==> src/rtl/host_port_pkg.sv <==
// Functional notes
// - Bus-style select low: strobe/acknowledge; high: byte-enable/wait.
// - Address bus is 19 bits in 32-bit mode, 17 bits in 16-bit mode; the code decodes A18-A1, 18 bits, in 16-bit mode.
// - Strobe style 32-bit: size lines give the transfer size and byte lanes.
// - Strobe style 16-bit: active-low size0 strobes byte D7-0, size1 D15-8.
// - Byte-enable/wait mode: size lines are active-low byte enables 0 and 1.
// - Device reset input low resets asynchronously; high runs normally.
// - Host reads and writes internal registers and internal memory.
// - Host writes connection memory; enabled channels send that message data.
// - Access happens only while chip select and data strobe are both low.
// - Read/write high reads, low writes; data bus direction follows it.
// - Invalid address drives bus error; strobe style then withholds ack.
// - Byte-enable style drives wait low in access, rises on completion.
package host_port_pkg;

    // ----------------------------------------------------------------
    // Widths and modes
    // ----------------------------------------------------------------
    localparam int          ADDR_W           = 19;
    localparam int          DATA_W           = 32;
    localparam int          WORD_W           = 17;
    localparam int          SYNC_W           = 58;
    localparam logic        STYLE_STROBE     = 1'b0;
    localparam logic        WIDTH_32         = 1'b0;
    localparam logic [1:0]  SIZE_LONG        = 2'h0;
    localparam logic [1:0]  SIZE_BYTE        = 2'h1;
    localparam logic [1:0]  SIZE_WORD        = 2'h2;
    localparam logic [1:0]  SIZE_TRIPLE      = 2'h3;

    // ----------------------------------------------------------------
    // Host port map, in 32-bit word indexes
    // ----------------------------------------------------------------
    localparam logic [16:0] HOST_CTRL_WORD    = 17'h00000;
    localparam logic [16:0] HOST_STATUS_WORD  = 17'h00001;
    localparam logic [16:0] HOST_SCRATCH_WORD = 17'h00002;
    localparam logic [16:0] CMEM_BASE_WORD    = 17'h04000;
    localparam int          CMEM_AW           = 6;
    localparam int          CMEM_DEPTH        = 64;
    localparam int          MSG_EN_BIT        = 31;
    localparam int          MSG_W             = 8;

    // ----------------------------------------------------------------
    // APB map and fields
    // ----------------------------------------------------------------
    localparam int          APB_AW            = 12;
    localparam logic [11:0] APB_CTRL          = 12'h000;
    localparam logic [11:0] APB_STATUS        = 12'h004;
    localparam logic [11:0] APB_IRQ_STATUS    = 12'h008;
    localparam logic [11:0] APB_IRQ_MASK      = 12'h00C;
    localparam int          CTRL_MSG_EN_BIT   = 0;
    localparam logic [31:0] CTRL_RESET        = 32'h00000000;
    localparam int          IRQ_W             = 3;
    localparam int          IRQ_WR_BIT        = 0;
    localparam int          IRQ_RD_BIT        = 1;
    localparam int          IRQ_BUS_ERROR_N_BIT      = 2;

    typedef enum logic [1:0] {
        ST_IDLE    = 2'b00,
        ST_ACCESS  = 2'b01,
        ST_RESPOND = 2'b10
    } host_state_t;

endpackage

==> src/rtl/lane_if.sv <==
`timescale 1ns/1ps
interface lane_if;
    logic        style;
    logic        narrow;
    logic [1:0]  size_lines;
    logic [1:0]  addr_low;
    logic [3:0]  lane_en;

    modport src (output style, output narrow, output size_lines,
                 output addr_low, input lane_en);
    modport dec (input style, input narrow, input size_lines,
                 input addr_low, output lane_en);
endinterface

==> src/rtl/host_processor_port.sv <==
`timescale 1ns/1ps
module host_processor_port
    import host_port_pkg::*;
(
    input  wire logic              i_clk,
    input  wire logic              i_reset_n,
    input  wire logic              i_device_reset_n,
    input  wire logic              i_bus_style_select,
    input  wire logic              i_narrow_bus_select,
    input  wire logic              i_cs_n,
    input  wire logic              i_data_strobe_n,
    input  wire logic              i_rw,
    input  wire logic [ADDR_W-1:0] i_addr,
    input  wire logic [1:0]        i_xfer_width_lines,
    input  wire logic [DATA_W-1:0] i_data,
    output logic      [DATA_W-1:0] o_data,
    output logic                   o_data_oe_n,
    output logic                   o_transfer_ack_n,
    output logic                   o_transfer_ack_oe_n,
    output logic                   o_bus_error_n,
    output logic                   o_bus_error_oe_n,
    output logic                   o_wait_n,
    output logic                   o_wait_oe_n,
    input  wire logic              psel,
    input  wire logic              penable,
    input  wire logic              pwrite,
    input  wire logic [APB_AW-1:0] paddr,
    input  wire logic [31:0]       pwdata,
    output logic      [31:0]       prdata,
    output logic                   pready,
    output logic                   pslverr,
    output logic                   o_irq,
    output logic                   o_msg_valid,
    output logic      [CMEM_AW-1:0] o_msg_channel,
    output logic      [MSG_W-1:0]  o_msg_data
);

    // ----------------------------------------------------------------
    // Reset: device pin clears asynchronously, release is synchronised
    // ----------------------------------------------------------------
    logic        dev_rst_meta;
    logic        dev_rst_sync;
    logic        core_rst;

    always_ff @(posedge i_clk or negedge i_device_reset_n)
    begin
        if (!i_device_reset_n)
        begin
            dev_rst_meta <= 1'b0;
            dev_rst_sync <= 1'b0;
        end
        else
        begin
            dev_rst_meta <= 1'b1;
            dev_rst_sync <= dev_rst_meta;
        end
    end

    assign core_rst = !i_reset_n || !dev_rst_sync;

    // ----------------------------------------------------------------
    // Pin synchronisers
    // ----------------------------------------------------------------
    // Address, data and size must settle before the strobe falls, since
    // the bits cross independently and only the strobe is qualified.
    logic [SYNC_W-1:0] pins_sync;
    logic              s_style;
    logic              s_narrow;
    logic              s_cs_n;
    logic              s_ds_n;
    logic              s_rw;
    logic [ADDR_W-1:0] s_addr;
    logic [1:0]        s_size;
    logic [DATA_W-1:0] s_data;

    pin_sync #(.WIDTH(SYNC_W)) u_sync (
        .i_clk  (i_clk),
        .i_pin  ({i_bus_style_select, i_narrow_bus_select, i_cs_n,
                  i_data_strobe_n, i_rw, i_addr, i_xfer_width_lines,
                  i_data}),
        .o_sync (pins_sync)
    );

    assign {s_style, s_narrow, s_cs_n, s_ds_n, s_rw, s_addr, s_size,
            s_data} = pins_sync;

    // ----------------------------------------------------------------
    // Byte lane and address decode
    // ----------------------------------------------------------------
    lane_if lanes ();
    assign lanes.style      = s_style;
    assign lanes.narrow     = s_narrow;
    assign lanes.size_lines = s_size;
    assign lanes.addr_low   = s_addr[1:0];

    lane_decode u_lanes (
        .lanes (lanes)
    );

    logic [WORD_W-1:0] word_idx;
    logic              hit_ctrl;
    logic              hit_status;
    logic              hit_scratch;
    logic              hit_cmem;
    logic              addr_valid;
    logic              access_req;
    logic [DATA_W-1:0] wr_data;
    logic [DATA_W-1:0] lane_mask;

    // A0 is ignored in 16-bit mode; A1 then picks the half word
    assign word_idx    = s_addr[ADDR_W-1:2];
    assign hit_ctrl    = (word_idx == HOST_CTRL_WORD);
    assign hit_status  = (word_idx == HOST_STATUS_WORD);
    assign hit_scratch = (word_idx == HOST_SCRATCH_WORD);
    assign hit_cmem    = (word_idx >= CMEM_BASE_WORD) &&
                         (word_idx < CMEM_BASE_WORD + WORD_W'(CMEM_DEPTH));
    assign addr_valid  = hit_ctrl || hit_status || hit_scratch || hit_cmem;
    assign access_req  = !s_cs_n && !s_ds_n;
    assign wr_data     = (s_narrow != WIDTH_32) ?
                         {s_data[15:0], s_data[15:0]} : s_data;

    for (genvar b = 0; b < 4; b++)
    begin : g_lane
        assign lane_mask[8*b +: 8] = {8{lanes.lane_en[b]}};
    end

    // ----------------------------------------------------------------
    // Storage: control, scratch and connection memory
    // ----------------------------------------------------------------
    logic [31:0]        ctrl;
    logic [31:0]        scratch;
    logic [DATA_W-1:0]  cmem [CMEM_DEPTH];
    logic [CMEM_AW-1:0] cmem_idx;
    logic [DATA_W-1:0]  cmem_rd;
    logic [31:0]        host_status;
    logic [DATA_W-1:0]  host_rd_word;
    logic [DATA_W-1:0]  host_rd_lanes;
    logic               host_wr_en;
    logic               apb_wr_en;
    logic               apb_rd_en;

    assign cmem_idx    = s_addr[CMEM_AW+1:2];
    assign cmem_rd     = cmem[cmem_idx];
    assign host_status = {29'h0, s_narrow, s_style,
                          ctrl[CTRL_MSG_EN_BIT]};
    assign host_rd_word = hit_ctrl    ? ctrl        :
                          hit_status  ? host_status :
                          hit_scratch ? scratch     :
                          hit_cmem    ? cmem_rd     : 32'h00000000;
    // Narrow reads put the selected half on D15-0
    assign host_rd_lanes = (s_narrow != WIDTH_32) ?
                           (s_addr[1] ? {16'h0, host_rd_word[31:16]} :
                                        {16'h0, host_rd_word[15:0]}) :
                           host_rd_word;

    // ----------------------------------------------------------------
    // Host access state machine
    // ----------------------------------------------------------------
    host_state_t state;
    host_state_t next_state;
    logic        acc_err;
    logic        host_rd_done;

    always_comb
    begin
        next_state = state;
        case (state)
            ST_IDLE:
                if (access_req)
                    next_state = ST_ACCESS;
            ST_ACCESS:
                next_state = ST_RESPOND;
            ST_RESPOND:
                if (!access_req)
                    next_state = ST_IDLE;
            default:
                next_state = ST_IDLE;
        endcase
    end

    // One cycle in ACCESS does the transfer; strobes must stay low
    assign host_wr_en   = (state == ST_ACCESS) && !s_rw && addr_valid;
    assign host_rd_done = (state == ST_ACCESS) && s_rw && addr_valid;

    always_ff @(posedge i_clk)
    begin
        if (core_rst)
        begin
            state   <= ST_IDLE;
            acc_err <= 1'b0;
        end
        else
        begin
            state <= next_state;
            if (state == ST_ACCESS)
                acc_err <= !addr_valid;
        end
    end

    always_ff @(posedge i_clk)
    begin
        if (core_rst)
            scratch <= 32'h00000000;
        else if (host_wr_en && hit_scratch)
            scratch <= (scratch & ~lane_mask) | (wr_data & lane_mask);
    end

    always_ff @(posedge i_clk)
    begin
        if (host_wr_en && hit_cmem)
            cmem[cmem_idx] <= (cmem_rd & ~lane_mask) |
                              (wr_data & lane_mask);
    end

    // APB write wins over a host write landing in the same cycle
    always_ff @(posedge i_clk)
    begin
        if (core_rst)
            ctrl <= CTRL_RESET;
        else if (apb_wr_en && paddr == APB_CTRL)
            ctrl <= pwdata;
        else if (host_wr_en && hit_ctrl)
            ctrl <= (ctrl & ~lane_mask) | (wr_data & lane_mask);
    end

    // ----------------------------------------------------------------
    // Host pin drivers, all from flops
    // ----------------------------------------------------------------
    always_ff @(posedge i_clk)
    begin
        if (core_rst)
        begin
            o_data              <= 32'h00000000;
            o_data_oe_n         <= 1'b1;
            o_transfer_ack_n    <= 1'b1;
            o_transfer_ack_oe_n <= 1'b1;
            o_bus_error_n       <= 1'b1;
            o_bus_error_oe_n    <= 1'b1;
            o_wait_n            <= 1'b1;
            o_wait_oe_n         <= 1'b1;
        end
        else
        begin
            if (state == ST_ACCESS && s_rw)
                o_data <= host_rd_lanes;
            o_data_oe_n <= !(next_state == ST_RESPOND && s_rw);
            o_transfer_ack_oe_n <= !(s_style == STYLE_STROBE &&
                                     next_state != ST_IDLE);
            o_transfer_ack_n <= !(next_state == ST_RESPOND &&
                                  (state == ST_ACCESS ? addr_valid
                                                      : !acc_err));
            o_bus_error_oe_n <= (next_state == ST_IDLE);
            o_bus_error_n    <= !(next_state == ST_RESPOND &&
                                  (state == ST_ACCESS ? !addr_valid
                                                      : acc_err));
            o_wait_oe_n <= !(s_style != STYLE_STROBE &&
                             next_state != ST_IDLE);
            o_wait_n    <= (next_state != ST_ACCESS);
        end
    end

    // ----------------------------------------------------------------
    // Message output scan over connection memory
    // ----------------------------------------------------------------
    // Scans one channel per clock; a host write to the channel being
    // read shows on the next pass, never as a torn word.
    logic [CMEM_AW-1:0] scan_ch;
    logic [DATA_W-1:0]  scan_word;

    assign scan_word = cmem[scan_ch];

    always_ff @(posedge i_clk)
    begin
        if (core_rst)
        begin
            scan_ch       <= '0;
            o_msg_valid   <= 1'b0;
            o_msg_channel <= '0;
            o_msg_data    <= '0;
        end
        else
        begin
            scan_ch       <= scan_ch + 1'b1;
            o_msg_channel <= scan_ch;
            o_msg_data    <= scan_word[MSG_W-1:0];
            o_msg_valid   <= ctrl[CTRL_MSG_EN_BIT] &&
                             scan_word[MSG_EN_BIT];
        end
    end

    // ----------------------------------------------------------------
    // APB slave, one wait state
    // ----------------------------------------------------------------
    logic [IRQ_W-1:0] irq_status;
    logic [IRQ_W-1:0] irq_mask;
    logic [IRQ_W-1:0] irq_event;
    logic [IRQ_W-1:0] irq_clear;
    logic             apb_hit;
    logic [31:0]      apb_rd_mux;
    logic             apb_first;

    assign apb_first = psel && penable && !pready;
    assign apb_wr_en = psel && penable && pready && pwrite;
    assign apb_rd_en = apb_first && !pwrite;
    assign apb_hit   = (paddr == APB_CTRL) || (paddr == APB_STATUS) ||
                       (paddr == APB_IRQ_STATUS) || (paddr == APB_IRQ_MASK);
    assign apb_rd_mux =
        (paddr == APB_CTRL)       ? ctrl :
        (paddr == APB_STATUS)     ? {28'h0, state == ST_IDLE ? 1'b0 : 1'b1,
                                     host_status[2:0]} :
        (paddr == APB_IRQ_STATUS) ? {29'h0, irq_status} :
        (paddr == APB_IRQ_MASK)   ? {29'h0, irq_mask} : 32'h00000000;

    always_ff @(posedge i_clk)
    begin
        if (core_rst)
        begin
            pready  <= 1'b0;
            pslverr <= 1'b0;
            prdata  <= 32'h00000000;
        end
        else
        begin
            pready  <= apb_first;
            pslverr <= apb_first && !apb_hit;
            if (apb_rd_en)
                prdata <= apb_rd_mux;
        end
    end

    // ----------------------------------------------------------------
    // Interrupts: sticky, write one to clear, set wins
    // ----------------------------------------------------------------
    assign irq_event[IRQ_WR_BIT]   = host_wr_en;
    assign irq_event[IRQ_RD_BIT]   = host_rd_done;
    assign irq_event[IRQ_BUS_ERROR_N_BIT] = (state == ST_ACCESS) && !addr_valid;
    assign irq_clear = (apb_wr_en && paddr == APB_IRQ_STATUS) ?
                       pwdata[IRQ_W-1:0] : '0;

    always_ff @(posedge i_clk)
    begin
        if (core_rst)
        begin
            irq_status <= '0;
            irq_mask   <= '0;
            o_irq      <= 1'b0;
        end
        else
        begin
            irq_status <= (irq_status & ~irq_clear) | irq_event;
            if (apb_wr_en && paddr == APB_IRQ_MASK)
                irq_mask <= pwdata[IRQ_W-1:0];
            o_irq <= |(irq_status & irq_mask);
        end
    end

endmodule // host_processor_port

==> src/rtl/pin_sync.sv <==
`timescale 1ns/1ps
module pin_sync
#(
    parameter int WIDTH = 1
)
(
    input  wire logic             i_clk,
    input  wire logic [WIDTH-1:0] i_pin,
    output logic      [WIDTH-1:0] o_sync
);
    logic [WIDTH-1:0] stage1;

    // ----------------------------------------------------------------
    // Two flops per bit; nothing else reads the first stage
    // ----------------------------------------------------------------
    for (genvar g = 0; g < WIDTH; g++)
    begin : g_bit
        always_ff @(posedge i_clk)
        begin
            stage1[g] <= i_pin[g];
            o_sync[g] <= stage1[g];
        end
    end
endmodule // pin_sync

==> src/rtl/lane_decode.sv <==
`timescale 1ns/1ps
module lane_decode
    import host_port_pkg::*;
(
    lane_if.dec lanes
);
    logic [3:0] size_mask;
    logic [7:0] size_shift;
    logic [1:0] pair;
    logic [3:0] intel32;

    // ----------------------------------------------------------------
    // Byte lane selection per bus style and width
    // ----------------------------------------------------------------
    assign size_mask  = (lanes.size_lines == SIZE_BYTE)   ? 4'h1 :
                        (lanes.size_lines == SIZE_WORD)   ? 4'h3 :
                        (lanes.size_lines == SIZE_TRIPLE) ? 4'h7 :
                                                            4'hF;
    assign size_shift = {4'h0, size_mask} << lanes.addr_low;
    assign pair       = ~lanes.size_lines;
    // A1 and A0 serve as the upper byte enables in 32-bit enable mode
    assign intel32    = {~lanes.addr_low, pair};
    assign lanes.lane_en =
        (lanes.narrow != WIDTH_32)  ? (lanes.addr_low[1] ?
                                       {pair, 2'h0} : {2'h0, pair}) :
        (lanes.style == STYLE_STROBE) ? size_shift[3:0] :
                                        intel32;
endmodule // lane_decode

==> config.mk <==
export PLATFORM = sky130hd
export DESIGN_NAME = host_processor_port
export DESIGN_NICKNAME = d
export VERILOG_FILES = /design/src/rtl/host_port_pkg.sv /design/src/rtl/lane_if.sv /design/src/rtl/host_processor_port.sv /design/src/rtl/pin_sync.sv /design/src/rtl/lane_decode.sv
export SDC_FILE = /design/constraint.sdc
export NUM_CORES = 2
export LEC_CHECK = 0
export BUFFER_PORTS_ARGS = -buffer_cell sky130_fd_sc_hd__buf_4
export CORE_UTILIZATION = 56
export CTS_CLUSTER_SIZE = 14
export DETAILED_ROUTE_END_ITERATION = 8
export GPL_TIMING_DRIVEN = 0
export PLACE_DENSITY = 0.73
export SLEW_MARGIN = 40
export SYNTH_ARGS = -nofsm -noshare
export SYNTH_HDL_FRONTEND = slang
export SYNTH_SLANG_ARGS = --single-unit
==> constraint.sdc <==
create_clock -name i_clk -period 5.2 [get_ports i_clk]
set_input_delay 0.52 -clock i_clk [delete_from_list [all_inputs] [get_ports i_clk]]
set_output_delay 0.52 -clock i_clk [all_outputs]
set_load 0.01 [all_outputs]
==> results.tsv <==
metric	value	unit
drt_pass1_iterations	9	
dpl_cell_area	0.103	mm²
place_congestion	0.975	
worst_slew_pin_slew	1.01	ns
leakage	37.1	nW
end_kind	flip-flop	
cts_setup_buffers	0	
crit_family	buffers and inverters	
htree_levels	4	
maxCapViolCount	0	
startpoint_type	flip-flop	
fin_worst_skew	0.0600	ns
synth_warnings	0	
io-pin-count	197	
path_depth	12	
synth_flop_cell	edfxtp_1	
dpl.hpwl	216	mm
slew_viol_final	0	
clock_path_buffers	3	
async_flop_share	0.000857	
power.density	368	mW/mm²
die_h	411	µm
crit_type	flip-flop to flip-flop	
final_net_count	5776	
yosysSeqAreaShare	0.719	
max_stage_delay	0.66	ns
viasPerCell	7.11	
cp_num_buf_inv	7	
crit_end	cmem[60][25]	
ctsRootBufferMaster	clkbuf_16	
die_area	0.169	mm²
grt.total_usage	0.369	
core	0.165	mm²
fp-row-count	149	
period_needed	5.33	ns
fillers	10100	
synthesis.area	0.0935	mm²
dp.cells	7532	
worst-path-max-fanout	17	
cpMaxStageDelayCell	nor2_4	
r2r-start	u_sync.o_sync[41]	
drive_gt1_frac	0.301	
synth_seq_cells	2334	
final.period_utilization	1.02	
cts_tree	built	
drc	146	
synth_edf_count	2048	
yosysUniqueCellTypes	79	
area_growth	19.8	%
setup_violations	133	
fmax	0.188	GHz
grt-ovfl-total	0	
final_cell_count_no_fill	8072	
worstSkewPairLatency	0.92	ns
die_x	411	µm
rsz0062_at_grt	false	
syn_inst	4906	
grt_pass1_wl	429	mm
floorplan.initialDensity	0.565	
avgRoutedWirePerCell	38.5	µm
r2r_end	cmem[60][25]	
reg2reg_slack	-0.13	ns
clock_sinks	2334	
port_buffers	194	
path_cells	inv_1, clkbuf_2, nor2_4, clkbuf_2, a22oi_1, nand4_1, nor2_1, o31ai_4, buf_4, buf_6, buf_6, buf_4	
final_area	0.112	mm²
status	finished with violations	
cp.required	5.93	ns
vdd.ir_drop.worst	0.337	mV
multi_input_area	0.0256	mm²
antenna_found_initial	14	
drt_iter0_drc	10300	
worstPathArrival	6.06	ns
cts_buffers	224	
max_slew_margin	0.327	
hold_path.class	input port to flip-flop	
finalWorstSetupSlack	-0.129	ns
clk_pin_slew	0.06	ns
vias	57400	
crit_path_start	u_sync.o_sync[41]	
regArea	0.0672	mm²
wl	310	mm
violations	DRC, setup timing	
postRouteAntennaNets	0	
grt_pass1_vias	56100	
synth_fp_nets	5017	
r2r_cells	12	
hold_viol_final	0	
grt_max_degree	33	
avgSynthCellArea	19.1	µm²
==> cell usage in the layout (no fill, tap or decap), types with 16 or more instances in the layout <==
master / count
o21ai_0: 122
clkinv_2: 56
bufinv_16: 22
a21oi_1: 58
nor2_1: 142
nand2_1: 124
buf_6: 53
edfxtp_1: 2048
inv_1: 27
mux2i_1: 401
a22oi_1: 186
mux4_2: 552
buf_8: 105
dfxtp_1: 284
buf_2: 90
o22ai_1: 38
o21ai_4: 18
nand3_1: 59
clkbuf_2: 47
mux2_2: 19
buf_16: 87
buf_4: 264
clkbuf_16: 231
nor2b_1: 17
clkbuf_1: 132
clkinv_1: 41
nand4_1: 40
dlygate4sd3_1: 95
a221oi_1: 33
nor2_4: 68
a22o_1: 51
a211oi_1: 43
diode_2: 16
==> kinds of logic after synthesis <==
| family | Yosys count | synth area share |
|---|---|---|
| AOI/OAI and AO/OA | 693 | 0.0541 |
| xor gates and xnor gates | 4 | 0.000375 |
| adders and majority gates | 3 | 0.000401 |
| buffers and inverters | 348 | 0.0196 |
| DFF | 2334 | 0.719 |
| muxes | 973 | 0.178 |
| other | 1 | 0.0000401 |
| and+or+nand+nor | 550 | 0.0282 |
==> timing repair <==
action | in CTS | in global routing
endpoints found under the hold margin | 104 | 0
cloned | 0 | 0
hold buffers | 95 | 0
setup endpoints to repair | 291 | 74
resized for setup | 3 | 6
==> worst register-to-register path: stages, from the launching register on <==
cell and delay, ns:
dfxtp_1 0.64, inv_1 0.30, clkbuf_2 0.43, nor2_4 0.67, clkbuf_2 0.61, a22oi_1 0.31, nand4_1 0.54, nor2_1 0.18
o31ai_4 0.49, buf_4 0.34, buf_6 0.19, buf_6 0.20, buf_4 0.26
==> cell type report <==
| type | instances | share of cell area |
|---|---|---|
| multi-input combinational | 2224 | 0.229 |
| sequential | 2334 | 0.600 |
| buffer | 318 | 0.0159 |
| clock inverter | 147 | 0.0138 |
| timing repair buffer | 533 | 0.0613 |
| inverter | 30 | 0.00104 |
| clock buffer | 281 | 0.0542 |
| tap | 2189 | 0.0245 |
| antenna | 16 | 0.000357 |
==> worst min path at each step <==
stage                           from           endpoint  slack [ns]  cells after the start
floorplan           i_device_reset_n       dev_rst_meta        0.22                      0
detailed placement  i_device_reset_n       dev_rst_sync        0.31                      1
CTS                        i_addr[2]  u_sync.stage1[36]        0.20                      2
finish                     i_addr[2]  u_sync.stage1[36]        0.23                      2
global placement    i_device_reset_n       dev_rst_sync        0.31                      1
global route               i_addr[6]  u_sync.stage1[40]        0.23                      2
==> state kept, by name, indices dropped and copies added, names as in the netlist, 2 cells and up, named ones only <==
name and cells:
irq_status 3, prdata 32, u_sync.stage1 58, o_msg_channel 6, scan_ch 6, irq_mask 3
u_sync.o_sync 58, cmem 2048, state 2, o_data 32, o_msg_data 8
==> per-layer routing <==
layer	vias to the layer above	track usage	share of wire
li1	22000	-	-
met1	29100	0.476	0.34
met2	5131	0.541	0.44
met3	1183	0.131	0.15
met4	18	0.214	0.072
met5	-	0.0138	0.0015
==> power breakdown <==
group | leakage (nW) | switching [W] | internal, W
Combinational | 12.6 | 0.00230 | 0.00108
Sequential | 20.8 | 0.0000529 | 0.0210
Clock | 3.72 | 0.00738 | 0.00943
==> Yosys cell counts (7+ instances only) <==
cell	instances	area share
or3_1	7	0.00047
a21oi_1	59	0.0032
buf_6	28	0.0034
mux2_2	19	0.0023
nand3_1	61	0.0033
nor4_1	13	0.00087
nor2b_1	18	0.0012
clkbuf_1	138	0.0055
o221ai_2	7	0.0011
a2111oi_2	9	0.0014
a311oi_1	10	0.00094
a221oi_1	33	0.0031
a211oi_2	11	0.0015
mux4_2	552	0.13
nor2_1	212	0.0085
edfxtp_1	2048	0.66
and2_1	9	0.00060
o31ai_1	13	0.0010
nand2b_1	8	0.00054
o221ai_1	9	0.00084
and3_1	12	0.00080
nand4_1	40	0.0027
nand3_2	9	0.00096
a221oi_2	11	0.0018
a22oi_1	186	0.015
o21ai_0	156	0.0084
a221o_1	13	0.0014
a22o_1	51	0.0048
buf_4	43	0.0035
buf_1	20	0.00080
nand2_1	126	0.0051
inv_1	27	0.0011
o31a_1	7	0.00066
o211ai_1	7	0.00056
a211oi_1	43	0.0035
nor3_1	9	0.00048
dfxtp_1	284	0.061
mux2i_1	402	0.043
o22ai_1	40	0.0027
buf_2	84	0.0045
==> per-stage QoR <==
| step | hold slack (ns) | utilization | total power [W] | TNS (ns) | setup WS (ns) |
|---|---|---|---|---|---|
| after global routing | 0.228 | 0.677 | 0.0419 | 0 | 0.000798 |
| final | 0.235 | 0.677 | 0.0412 | -10.35 | -0.129 |
| after global placement | 0.306 | 0.591 | 0.0243 | - | -6.59 |
| after floorplan | 0.224 | - | 0.0230 | 0 | 0.0245 |
| after CTS | 0.204 | 0.677 | 0.0410 | 0 | 0.0173 |
| after detailed placement | 0.312 | 0.625 | 0.0246 | -27.57 | -0.292 |
No activity file was read; power rests on OpenSTA's default activity.
